**config.mk**
```make
export PLATFORM = sky130hd
export DESIGN_NAME = irq_mask_poll
export DESIGN_NICKNAME = d
export VERILOG_FILES = /design/src/verilog/irq_pkg.sv /design/src/verilog/irq_mask_poll.sv /design/src/verilog/priority_pick.sv
export VERILOG_INCLUDE_DIRS = /design/src /design/src/verilog
export SDC_FILE = /design/constraint.sdc
export NUM_CORES = 1
export LEC_CHECK = 0
export BUFFER_PORTS_ARGS = -buffer_cell sky130_fd_sc_hd__buf_2
export CORE_MARGIN = 2
export CORE_UTILIZATION = 40
export CTS_CLUSTER_SIZE = 12
export DETAILED_ROUTE_END_ITERATION = 7
export PLACE_DENSITY = 0.68
export SLEW_MARGIN = 20
export SYNTH_ARGS = -nofsm -noshare
export SYNTH_HDL_FRONTEND = slang
export SYNTH_SLANG_ARGS = --single-unit
```
**constraint.sdc**
```tcl
create_clock -name aclk -period 17.5 [get_ports aclk]
set_input_delay 3.5 -clock aclk [delete_from_list [all_inputs] [get_ports aclk]]
set_output_delay 3.5 -clock aclk [all_outputs]
set_load 0.01 [all_outputs]
```
**src/verilog/irq_map.svh**
```systemverilog
// offsets, field positions, reset values and codes of the mask, poll and end-of-service block
`ifndef IRQ_MAP_SVH
`define IRQ_MAP_SVH

// register indices; byte address on the bus is four times the index
`define IDX_SERVICE_DONE       8'h22
`define IDX_POLL_ACKNOWLEDGE   8'h24
`define IDX_POLL_SNAPSHOT      8'h26
`define IDX_SOURCE_MASK        8'h28
`define IDX_PRIORITY_THRESHOLD 8'h2a

// source count and legal source positions per mode
`define NUM_SRC                11
`define SRC_VALID_MASTER       11'h7fd
`define SRC_VALID_SLAVE        11'h03d

// reset values
`define SOURCE_MASK_RST_MASTER 11'h7fd
`define SOURCE_MASK_RST_SLAVE  11'h03d
`define THRESHOLD_RST          3'h7

// field positions
`define THRESHOLD_MSB          2
`define PENDING_FLAG_BIT       15
`define PENDING_TYPE_MSB       4
`define NONSPECIFIC_BIT        15
`define LEVEL_SELECT_MSB       2

// interrupt type of source bit 0; each higher bit adds one (arbitrary plain base)
`define TYPE_BASE              5'h08

// axi response codes
`define RESP_OKAY              2'b00
`define RESP_SLVERR            2'b10

`endif

```
**src/verilog/irq_pkg.sv**
```systemverilog
// types shared by the interrupt mask, poll and end-of-service logic
package irq_pkg;

    // priority level of every source, index = source bit
    typedef logic [10:0][2:0] level_array_t;

    // result of a priority search
    typedef struct packed {
        logic       found;      // any candidate present
        logic [3:0] index;      // source bit of the winner
        logic [4:0] irq_type;   // interrupt type of the winner
    } pick_t;

    // mask-bit write path from the per-source control registers
    typedef struct packed {
        logic [10:0] write_en;  // one strobe per source
        logic [10:0] value;     // new mask bit per source
    } ctrl_mask_t;

    // register selected by a bus address
    typedef enum logic [2:0] {
        SEL_NONE      = 3'b000,
        SEL_DONE      = 3'b001,
        SEL_POLL      = 3'b010,
        SEL_SNAPSHOT  = 3'b011,
        SEL_MASK      = 3'b100,
        SEL_THRESHOLD = 3'b101
    } reg_sel_t;

endpackage

```
**src/verilog/irq_mask_poll.sv**
```systemverilog
// interrupt mask, threshold, poll and end-of-service logic behind an axi4-lite slave
//
// Operation
// - three-bit threshold field, resets to seven
// - block requests with level above threshold
// - threshold seven passes every unmasked source
// - mask bits shared with control registers
// - mask register read/write, one masks source
// - master mode mask resets to 07fdh
// - master mask bit layout per source
// - slave mode mask resets to 003dh
// - slave mask bit layout per source
// - snapshot read has no side effect
// - poll read acknowledges highest pending interrupt
// - bit 15 pending, bits 4-0 type
// - master end-of-service: nonspecific or by type
// - slave end-of-service clears by level
// - end-of-service write-only, only clears in-service
// - in-service set on take, blocks same source
`timescale 1ns/10ps
`include "irq_map.svh"
module irq_mask_poll
    import irq_pkg::*;
(
    input  wire logic         aclk,             // 20 MHz system clock
    input  wire logic         aresetn,          // synchronous reset, active low
    input  wire logic         slave_mode_strap, // high selects slave mode, caught in reset
    // axi4-lite write address
    input  wire logic [31:0]  awaddr,
    input  wire logic [2:0]   awprot,
    input  wire logic         awvalid,
    output logic              awready,
    // axi4-lite write data
    input  wire logic [31:0]  wdata,
    input  wire logic [3:0]   wstrb,
    input  wire logic         wvalid,
    output logic              wready,
    // axi4-lite write response
    output logic [1:0]        bresp,
    output logic              bvalid,
    input  wire logic         bready,
    // axi4-lite read address
    input  wire logic [31:0]  araddr,
    input  wire logic [2:0]   arprot,
    input  wire logic         arvalid,
    output logic              arready,
    // axi4-lite read data
    output logic [31:0]       rdata,
    output logic [1:0]        rresp,
    output logic              rvalid,
    input  wire logic         rready,
    // request sources, control registers and core acknowledge
    input  wire logic [10:0]  src_req,          // request levels by source bit
    input  wire level_array_t src_level,        // programmed level per source
    input  ctrl_mask_t        ctrl_mask,        // mask writes from control registers
    input  wire logic         int_ack,          // hardware acknowledge pulse from core
    // results
    output logic [10:0]       source_mask,      // shared mask bits, read by control regs
    output logic [10:0]       in_service,       // in-service bits
    output logic [10:0]       take_pulse,       // one-cycle pulse, source was taken
    output logic              irq_out,          // an eligible request is pending
    output logic [4:0]        irq_type_out,     // type of the highest pending request
    output logic              slave_mode        // captured mode
);

    ////////////////////////////////////////////////////////////////////////////
    // state
    logic        slave_mode_reg;       // mode caught at reset
    logic [10:0] source_mask_reg;      // shared mask storage
    logic [2:0]  threshold_level_reg;  // threshold field
    logic [10:0] in_service_reg;       // in-service bits
    logic [10:0] take_pulse_reg;       // acknowledge pulses
    logic        irq_out_reg;          // registered pending flag
    logic [4:0]  irq_type_reg;         // registered pending type

    // axi write side
    logic        aw_held_reg;          // write address captured
    logic [31:0] aw_addr_reg;          // captured write address
    logic        w_held_reg;           // write data captured
    logic [31:0] w_data_reg;           // captured write data
    logic [3:0]  w_strb_reg;           // captured byte strobes
    logic        bvalid_reg;           // response pending
    logic [1:0]  bresp_reg;            // response code

    // axi read side
    logic        rvalid_reg;           // read data pending
    logic [31:0] rdata_reg;            // read data
    logic [1:0]  rresp_reg;            // read response code

    // combinational
    logic [10:0] valid_bits;           // legal source positions in this mode
    logic [10:0] eligible;             // requests that may raise an interrupt
    pick_t       pend_pick;            // highest priority eligible request
    pick_t       serv_pick;            // highest priority source in service
    logic        write_fire;           // write takes effect this cycle
    logic        read_fire;            // read address accepted this cycle
    reg_sel_t    write_sel;            // register hit by the write
    reg_sel_t    read_sel;             // register hit by the read
    logic        poll_take;            // poll read acknowledges
    logic        take_now;             // any acknowledge this cycle
    logic [10:0] take_bits;            // source taken this cycle
    logic [10:0] done_bits;            // in-service bits cleared this cycle
    logic [15:0] poll_word;            // poll register content

    ////////////////////////////////////////////////////////////////////////////
    // address decode, used by both channels
    function automatic reg_sel_t decode(input logic [31:0] addr);
        reg_sel_t sel;
        sel = SEL_NONE;
        if (addr[31:10] == 22'h0 && addr[1:0] == 2'b00) begin
            unique case (addr[9:2])
                `IDX_SERVICE_DONE:       sel = SEL_DONE;
                `IDX_POLL_ACKNOWLEDGE:   sel = SEL_POLL;
                `IDX_POLL_SNAPSHOT:      sel = SEL_SNAPSHOT;
                `IDX_SOURCE_MASK:        sel = SEL_MASK;
                `IDX_PRIORITY_THRESHOLD: sel = SEL_THRESHOLD;
                default:                 sel = SEL_NONE;
            endcase
        end
        return sel;
    endfunction

    // one-hot bit of a source index, clipped to the source range
    function automatic logic [10:0] onehot(input logic [3:0] idx);
        return 11'(12'h001 << idx);
    endfunction

    ////////////////////////////////////////////////////////////////////////////
    // mode capture: strap is sampled on every clock while reset is held
    always_ff @(posedge aclk) begin
        if (!aresetn) begin
            slave_mode_reg <= slave_mode_strap;
        end
    end

    // only documented source positions exist; reserved ones stay zero
    assign valid_bits = slave_mode_reg ? `SRC_VALID_SLAVE : `SRC_VALID_MASTER;

    ////////////////////////////////////////////////////////////////////////////
    // eligibility: request, not masked, not in service, level within threshold
    always_comb begin
        for (int i = 0; i < `NUM_SRC; i++) begin
            eligible[i] = valid_bits[i] && src_req[i]
                          && !source_mask_reg[i]
                          && !in_service_reg[i]
                          && (src_level[i] <= threshold_level_reg);
        end
    end

    // highest pending request
    priority_pick pend_search (
        .candidates (eligible),
        .levels     (src_level),
        .pick       (pend_pick)
    );

    // highest source in service, target of a nonspecific clear
    priority_pick serv_search (
        .candidates (in_service_reg & valid_bits),
        .levels     (src_level),
        .pick       (serv_pick)
    );

    // poll word: flag in bit 15, type in low bits, zero elsewhere
    always_comb begin
        poll_word = 16'h0000;
        poll_word[`PENDING_FLAG_BIT] = pend_pick.found;
        if (pend_pick.found) begin
            poll_word[`PENDING_TYPE_MSB:0] = pend_pick.irq_type;
        end
    end

    ////////////////////////////////////////////////////////////////////////////
    // axi write channel capture; address and data accepted in either order
    assign awready    = !aw_held_reg && !bvalid_reg;
    assign wready     = !w_held_reg && !bvalid_reg;
    assign write_fire = aw_held_reg && w_held_reg && !bvalid_reg;
    assign write_sel  = decode(aw_addr_reg);

    // write address holding
    always_ff @(posedge aclk) begin
        if (!aresetn) begin
            aw_held_reg <= 1'b0;
            aw_addr_reg <= 32'h0000_0000;
        end else if (awvalid && awready) begin
            aw_held_reg <= 1'b1;
            aw_addr_reg <= awaddr;
        end else if (write_fire) begin
            aw_held_reg <= 1'b0;
        end
    end

    // write data holding
    always_ff @(posedge aclk) begin
        if (!aresetn) begin
            w_held_reg <= 1'b0;
            w_data_reg <= 32'h0000_0000;
            w_strb_reg <= 4'h0;
        end else if (wvalid && wready) begin
            w_held_reg <= 1'b1;
            w_data_reg <= wdata;
            w_strb_reg <= wstrb;
        end else if (write_fire) begin
            w_held_reg <= 1'b0;
        end
    end

    // write response; unmapped address answers slave error
    always_ff @(posedge aclk) begin
        if (!aresetn) begin
            bvalid_reg <= 1'b0;
            bresp_reg  <= `RESP_OKAY;
        end else if (write_fire) begin
            bvalid_reg <= 1'b1;
            bresp_reg  <= (write_sel == SEL_NONE) ? `RESP_SLVERR : `RESP_OKAY;
        end else if (bready) begin
            bvalid_reg <= 1'b0;
        end
    end

    assign bvalid = bvalid_reg;
    assign bresp  = bresp_reg;

    ////////////////////////////////////////////////////////////////////////////
    // threshold register; only the low byte lane carries the field
    always_ff @(posedge aclk) begin
        if (!aresetn) begin
            threshold_level_reg <= `THRESHOLD_RST;
        end else if (write_fire && write_sel == SEL_THRESHOLD && w_strb_reg[0]) begin
            threshold_level_reg <= w_data_reg[`THRESHOLD_MSB:0];
        end
    end

    ////////////////////////////////////////////////////////////////////////////
    // source mask: one storage written from the bus or from a control register;
    // a control register write to a bit wins over the bus in the same cycle
    always_ff @(posedge aclk) begin
        if (!aresetn) begin
            source_mask_reg <= slave_mode_strap ? `SOURCE_MASK_RST_SLAVE
                                                : `SOURCE_MASK_RST_MASTER;
        end else begin
            for (int i = 0; i < `NUM_SRC; i++) begin
                if (!valid_bits[i]) begin
                    source_mask_reg[i] <= 1'b0;
                end else if (ctrl_mask.write_en[i]) begin
                    source_mask_reg[i] <= ctrl_mask.value[i];
                end else if (write_fire && write_sel == SEL_MASK
                             && w_strb_reg[i / 8]) begin
                    source_mask_reg[i] <= w_data_reg[i];
                end
            end
        end
    end

    assign source_mask = source_mask_reg;

    ////////////////////////////////////////////////////////////////////////////
    // end-of-service decode; write-only, clears in-service and nothing else
    always_comb begin
        done_bits = 11'h000;
        if (write_fire && write_sel == SEL_DONE && w_strb_reg[0]) begin
            if (slave_mode_reg) begin
                // slave: every source programmed at the written level
                for (int i = 0; i < `NUM_SRC; i++) begin
                    if (src_level[i] == w_data_reg[`LEVEL_SELECT_MSB:0]) begin
                        done_bits[i] = 1'b1;
                    end
                end
            end else if (w_strb_reg[1] && w_data_reg[`NONSPECIFIC_BIT]) begin
                // nonspecific: highest priority source in service
                if (serv_pick.found) begin
                    done_bits = onehot(serv_pick.index);
                end
            end else begin
                // specific: the source of the written type
                for (int i = 0; i < `NUM_SRC; i++) begin
                    if (w_data_reg[`PENDING_TYPE_MSB:0] == `TYPE_BASE + 5'(i)) begin
                        done_bits[i] = 1'b1;
                    end
                end
            end
            done_bits = done_bits & valid_bits;
        end
    end

    ////////////////////////////////////////////////////////////////////////////
    // acknowledge: hardware acknowledge or a poll read takes the winner
    assign read_sel  = decode(araddr);
    assign read_fire = arvalid && arready;
    assign poll_take = read_fire && read_sel == SEL_POLL;
    assign take_now  = (int_ack || poll_take) && pend_pick.found;
    assign take_bits = take_now ? onehot(pend_pick.index) : 11'h000;

    // in-service bits; a take in the clearing cycle wins over the clear
    always_ff @(posedge aclk) begin
        if (!aresetn) begin
            in_service_reg <= 11'h000;
        end else begin
            in_service_reg <= ((in_service_reg & ~done_bits) | take_bits)
                              & valid_bits;
        end
    end

    // one-cycle pulse so the request source can drop its request; a poll read
    // pulses just as a hardware acknowledge does, handler entry is left to software
    always_ff @(posedge aclk) begin
        if (!aresetn) begin
            take_pulse_reg <= 11'h000;
        end else begin
            take_pulse_reg <= take_bits;
        end
    end

    assign in_service = in_service_reg;
    assign take_pulse = take_pulse_reg;

    ////////////////////////////////////////////////////////////////////////////
    // registered pending indication toward the core
    always_ff @(posedge aclk) begin
        if (!aresetn) begin
            irq_out_reg  <= 1'b0;
            irq_type_reg <= 5'h00;
        end else begin
            irq_out_reg  <= pend_pick.found;
            irq_type_reg <= pend_pick.irq_type;
        end
    end

    assign irq_out      = irq_out_reg;
    assign irq_type_out = irq_type_reg;
    assign slave_mode   = slave_mode_reg;

    ////////////////////////////////////////////////////////////////////////////
    // axi read channel; one read in flight, answered the cycle after accept
    assign arready = !rvalid_reg;

    always_ff @(posedge aclk) begin
        if (!aresetn) begin
            rvalid_reg <= 1'b0;
            rdata_reg  <= 32'h0000_0000;
            rresp_reg  <= `RESP_OKAY;
        end else if (read_fire) begin
            rvalid_reg <= 1'b1;
            rresp_reg  <= `RESP_OKAY;
            rdata_reg  <= 32'h0000_0000;
            unique case (read_sel)
                SEL_POLL:      rdata_reg[15:0] <= poll_word;
                SEL_SNAPSHOT:  rdata_reg[15:0] <= poll_word;
                SEL_MASK:      rdata_reg[10:0] <= source_mask_reg & valid_bits;
                SEL_THRESHOLD: rdata_reg[`THRESHOLD_MSB:0] <= threshold_level_reg;
                // write-only register reads as zero
                SEL_DONE:      rdata_reg <= 32'h0000_0000;
                SEL_NONE:      rresp_reg <= `RESP_SLVERR;
            endcase
        end else if (rready) begin
            rvalid_reg <= 1'b0;
        end
    end

    assign rvalid = rvalid_reg;
    assign rdata  = rdata_reg;
    assign rresp  = rresp_reg;

endmodule

```
**src/verilog/priority_pick.sv**
```systemverilog
// combinational search for the highest priority source among a set of candidates
`timescale 1ns/10ps
`include "irq_map.svh"
module priority_pick
    import irq_pkg::*;
(
    input  wire logic         [10:0] candidates,  // sources taking part
    input  wire level_array_t        levels,      // programmed level per source
    output pick_t                    pick         // winner, lowest level then lowest bit
);

    ////////////////////////////////////////////////////////////////////////////
    // linear scan; strict compare keeps the lowest bit on a tie of levels
    always_comb begin
        logic [2:0] best_level;   // level of the winner so far
        best_level    = 3'h7;
        pick          = '0;
        for (int i = 0; i < `NUM_SRC; i++) begin
            if (candidates[i] && (!pick.found || levels[i] < best_level)) begin
                pick.found    = 1'b1;
                pick.index    = 4'(i);
                pick.irq_type = `TYPE_BASE + 5'(i);
                best_level    = levels[i];
            end
        end
    end

endmodule

```
==> results.txt <==
----------------------------------------------------
[Worst setup path]
  Critical path data required time ... 17730 ps
  Setup CP Type ... input pin to flop
  Cell type with the highest occurrence count on the critical path ... sky130_fd_sc_hd__ha_1
  Peak per-stage delay on the critical path ... 550 ps
  Master of the slowest instance on the critical path ... sky130_fd_sc_hd__or4_1
  Endpoint arrival time on the critical path ... 16460 ps
  Type of element capturing the critical path ... flop
  Top fanout value on the critical path ... 7
  Launching element type of the critical path ... input pin

[STA]
  Actual transition at the worst max-transition pin ... 1073 ps
  Final setup viols ... 0
  Fmax ... 0.06162 GHz
  Post-Route Skew ... 7.353 ps
  Worst-case headroom to the max-slew limit ... 28.48%
  Final cycle utilization of the critical path ... 92.73%
  Max-slew violation count ... 0
  Final min period ... 16230 ps
  Fin. Hold Viols ... 0
  Post-Route Setup TNS ... 0 ps
  Post-route worst hold slack ... 451.8 ps
  RSZ-0062 raised after global routing ... no
  Post-route setup slack ... 1272 ps

[Synthesis]
  Top cell type's share of synthesized area ... 23.45%
  Asr flop ratio synth ... 0%
  Mapped cell area ... 8025 um2
  Number of enable flip-flop cells after synthesis ... 11
  Cell type with the highest aggregate area in the netlist ... sky130_fd_sc_hd__dfxtp_1
  Share of the synthesized netlist area taken by xor and xnor gates ... 1.746%
  Post-Synth Simple-Gate Area ... 25.21%
  Share of cell area taken by muxes after synthesis ... 3.570%
  Sequential share of the synthesized area ... 27.56%
  Flip-flop and latch count after synthesis ... 105
  Post-synth top flop ... sky130_fd_sc_hd__dfxtp_1
  Fraction of the mapped netlist area in compound gates ... 26.52%
  Number of instances in the synthesized netlist ... 1037
  Largest family of logic cells by synthesized area ... compound AO/OA/AOI/OAI gates
  Adder-Cell Fraction of Synth Area ... 8.513%
  Warning count from the yosys run ... 0
  Leading cell types by total area after synthesis ... sky130_fd_sc_hd__dfxtp_1, sky130_fd_sc_hd__ha_1, sky130_fd_sc_hd__nand2_1
  Cell variety after synth ... 101
  Average cell area after synthesis ... 7.739 um2

[Die]
  Full die area ... 21210 um2
  Initial core utilization ... 40.97%
  I/O pins ... 262
  Number of placement rows ... 51
  Floorplan core area ... 19590 um2
  Die outline height ... 145.6 um
  Die boundary width ... 145.6 um

[Drt]
  Aggregate routed wire length ... 26160 um
  Average wire per cell in the routed design ... 17.55 um
  Drt initial violations ... 656
  Avg Vias per Cell ... 5.617
  Residual DRC count ... 0
  Remaining number of nets flagged by the antenna check after routing ... 0
  Number of iterations in the first detailed-routing pass ... 5
  Detailed-route via count ... 8369

[Power]
  Part of the total power dissipated in combinational logic ... 38.8%
  Share of power burned in registers ... 36.1%
  Total net switching power ... 0.2980 mW
  Static Leak ... 4.231 nW
  Pwr Density ... 82.57 nW/um2
  Switching portion of total power ... 38.21%
  Peak ir drop on the vdd network ... 0.05677 mV
  Clock power frac ... 25.1%
  Power Internal ... 0.4818 mW

[Global route]
  Gr ovfl total ... 0
  Maximum number of pins on one net before global-route repair ... 68
  Total Routing Usage GR ... 23.99%
  Wire length of the first global-routing pass ... 41340 um
  Antenna violations before repair ... 1
  Number of global-route vias before repair ... 7872

[Clock network]
  Root buffer selected by CTS ... sky130_fd_sc_hd__clkbuf_16
  Gates resized, CTS repair ... 0
  Post CTS Setup Buffer Count ... 0
  CTS Hold Bufs ... 0
  Number of H-tree branching levels ... 3
  Worst-case clock buffer depth ... 2
  Clock tree from TritonCTS ... done
  Clock-pin slew of the registers on the worst-case setup and hold paths ... 70 ps
  Number of sinks on the clock net ... 105
  Inserted Clock Buffers ... 9
  Clock insertion delay at the later pin of the skew report ... 350 ps

[Layout]
  Area overhead of the layout relative to synthesis ... 17.68%
  Cell area after layout ... 9444 um2
  Flip-flop count of the largest register after layout ... 32
  Total Nets Final ... 1453
  Fraction of layout instances using a drive strength above 1 ... 23.59%
  N_diodes ... 0
  Final design utilization ... 48.21%

[Place]
  Number of I/O port buffers ... 203
  Post-DP Area ... 9159 um2
  Final weighted congestion in routability-driven placement ... 0.9157
  Post-detail-place hpwl ... 20620 um
  Post-Place Worst Slack ... 1149 ps

[Flow run]
  Number of violations of the max-capacitance limit ... 0

[Hold path]
  Hold Path Class ... flop to flop

[Run status]
  Run status ... finished clean

----------------------------------------------------
path summary, 6_finish.rpt:
check                                                  from                          end  slack [ps]  cells after the start
worst max register to register     in_service[0]$_SDFF_PN0_     in_service[4]$_SDFF_PN0_        4040                     60
worst min-delay path            aw_addr_reg[6]$_SDFFE_PN0P_  aw_addr_reg[6]$_SDFFE_PN0P_         450                      2
worst min register to register  aw_addr_reg[6]$_SDFFE_PN0P_  aw_addr_reg[6]$_SDFFE_PN0P_         450                      2
worst max-delay path                           src_level[1]     in_service[4]$_SDFF_PN0_        1270                     61
cell usage in the layout (no fill, tap or decap), types with 12 or more instances in the layout:
cell / instances
sky130_fd_sc_hd__nor3_1: 29
sky130_fd_sc_hd__mux2i_1: 14
sky130_fd_sc_hd__nor2b_1: 14
sky130_fd_sc_hd__nor2_1: 60
sky130_fd_sc_hd__xnor2_1: 13
sky130_fd_sc_hd__o21a_1: 15
sky130_fd_sc_hd__buf_2: 203
sky130_fd_sc_hd__mux2_2: 13
sky130_fd_sc_hd__dfxtp_1: 94
sky130_fd_sc_hd__a31oi_1: 15
sky130_fd_sc_hd__o21ai_0: 51
sky130_fd_sc_hd__a211oi_1: 14
sky130_fd_sc_hd__nand2b_1: 22
sky130_fd_sc_hd__a21o_1: 12
sky130_fd_sc_hd__conb_1: 25
sky130_fd_sc_hd__nand3_1: 26
sky130_fd_sc_hd__ha_1: 52
sky130_fd_sc_hd__inv_1: 52
sky130_fd_sc_hd__nand2_1: 157
sky130_fd_sc_hd__a21oi_1: 101
sky130_fd_sc_hd__nor4_1: 22
worst max-delay path, delay by kind of cell:
kind | cells | cell delay (ps)
AND/OR/NAND/NOR | 12 | 2440
AO/OA/AOI/OAI | 32 | 5880
buffers and inverters | 3 | 260
multiplexers | 5 | 1830
adder cells (fa/ha/maj) | 9 | 2510
logic make-up (layout without fill, tap and decap cells):
group           Yosys count  count (layout)
flops                   105             105
simple gates            403             403
xor+xnor                 16              16
compound gates          316             316
mux                      27              27
other cells               1              25
buf+inv                 114             278
fa+ha+maj                55              55
power groups by stage:
stage,clock [mW],combinational [mW],sequential (mW)
after floorplan,0,0.217,0.281
after global placement,0,0.293,0.287
after detailed placement,0,0.298,0.287
after CTS,0.198,0.299,0.281
after global routing,0.209,0.336,0.284
final,0.196,0.303,0.281
cell usage after synthesis, types with 22 or more instances:
master and n:
sky130_fd_sc_hd__nand2b_1 22, sky130_fd_sc_hd__inv_1 53, sky130_fd_sc_hd__nor4_1 22, sky130_fd_sc_hd__dfxtp_1 94, sky130_fd_sc_hd__clkbuf_1 28, sky130_fd_sc_hd__ha_1 52
sky130_fd_sc_hd__a21oi_1 101, sky130_fd_sc_hd__nand2_1 158, sky130_fd_sc_hd__nor2_1 60, sky130_fd_sc_hd__o21ai_0 51, sky130_fd_sc_hd__nand3_1 26, sky130_fd_sc_hd__buf_4 24
sky130_fd_sc_hd__nor3_1 29
layout make-up:
type                            instances  area [um2]
Fill cell                            1984       10150
Multi-Input combinational cell        842        5358
Sequential cell                       105        2212
Timing Repair Buffer                  209        1061
Tap cell                              265       331.6
Clock buffer                            9       225.2
Inverter                               53       198.9
Clock inverter                          7       57.56
through the flow:
stage / std cells / power, mW
6_report: 1490 / 0.7798
5_1_grt: 1490 / 0.8292
3_3_place_gp: 1474 / 0.5793
2_1_floorplan: 1061 / 0.4975
3_5_place_dp: 1474 / 0.5846
4_1_cts: 1490 / 0.7789
metal layers:
metal | routed length [um] | part of all wire (%) | track usage, % | vias to the layer above
met4 | 593 | 2.3 | 7.892 | 2
met2 | 12210 | 47 | 39.55 | 327
met5 | 11 | 0.042 | 0 | -
met1 | 11330 | 43 | 31.63 | 3875
met3 | 2011 | 7.7 | 4.608 | 39
li1 | - | - | - | 4126
(Power assumes the default switching activity.)
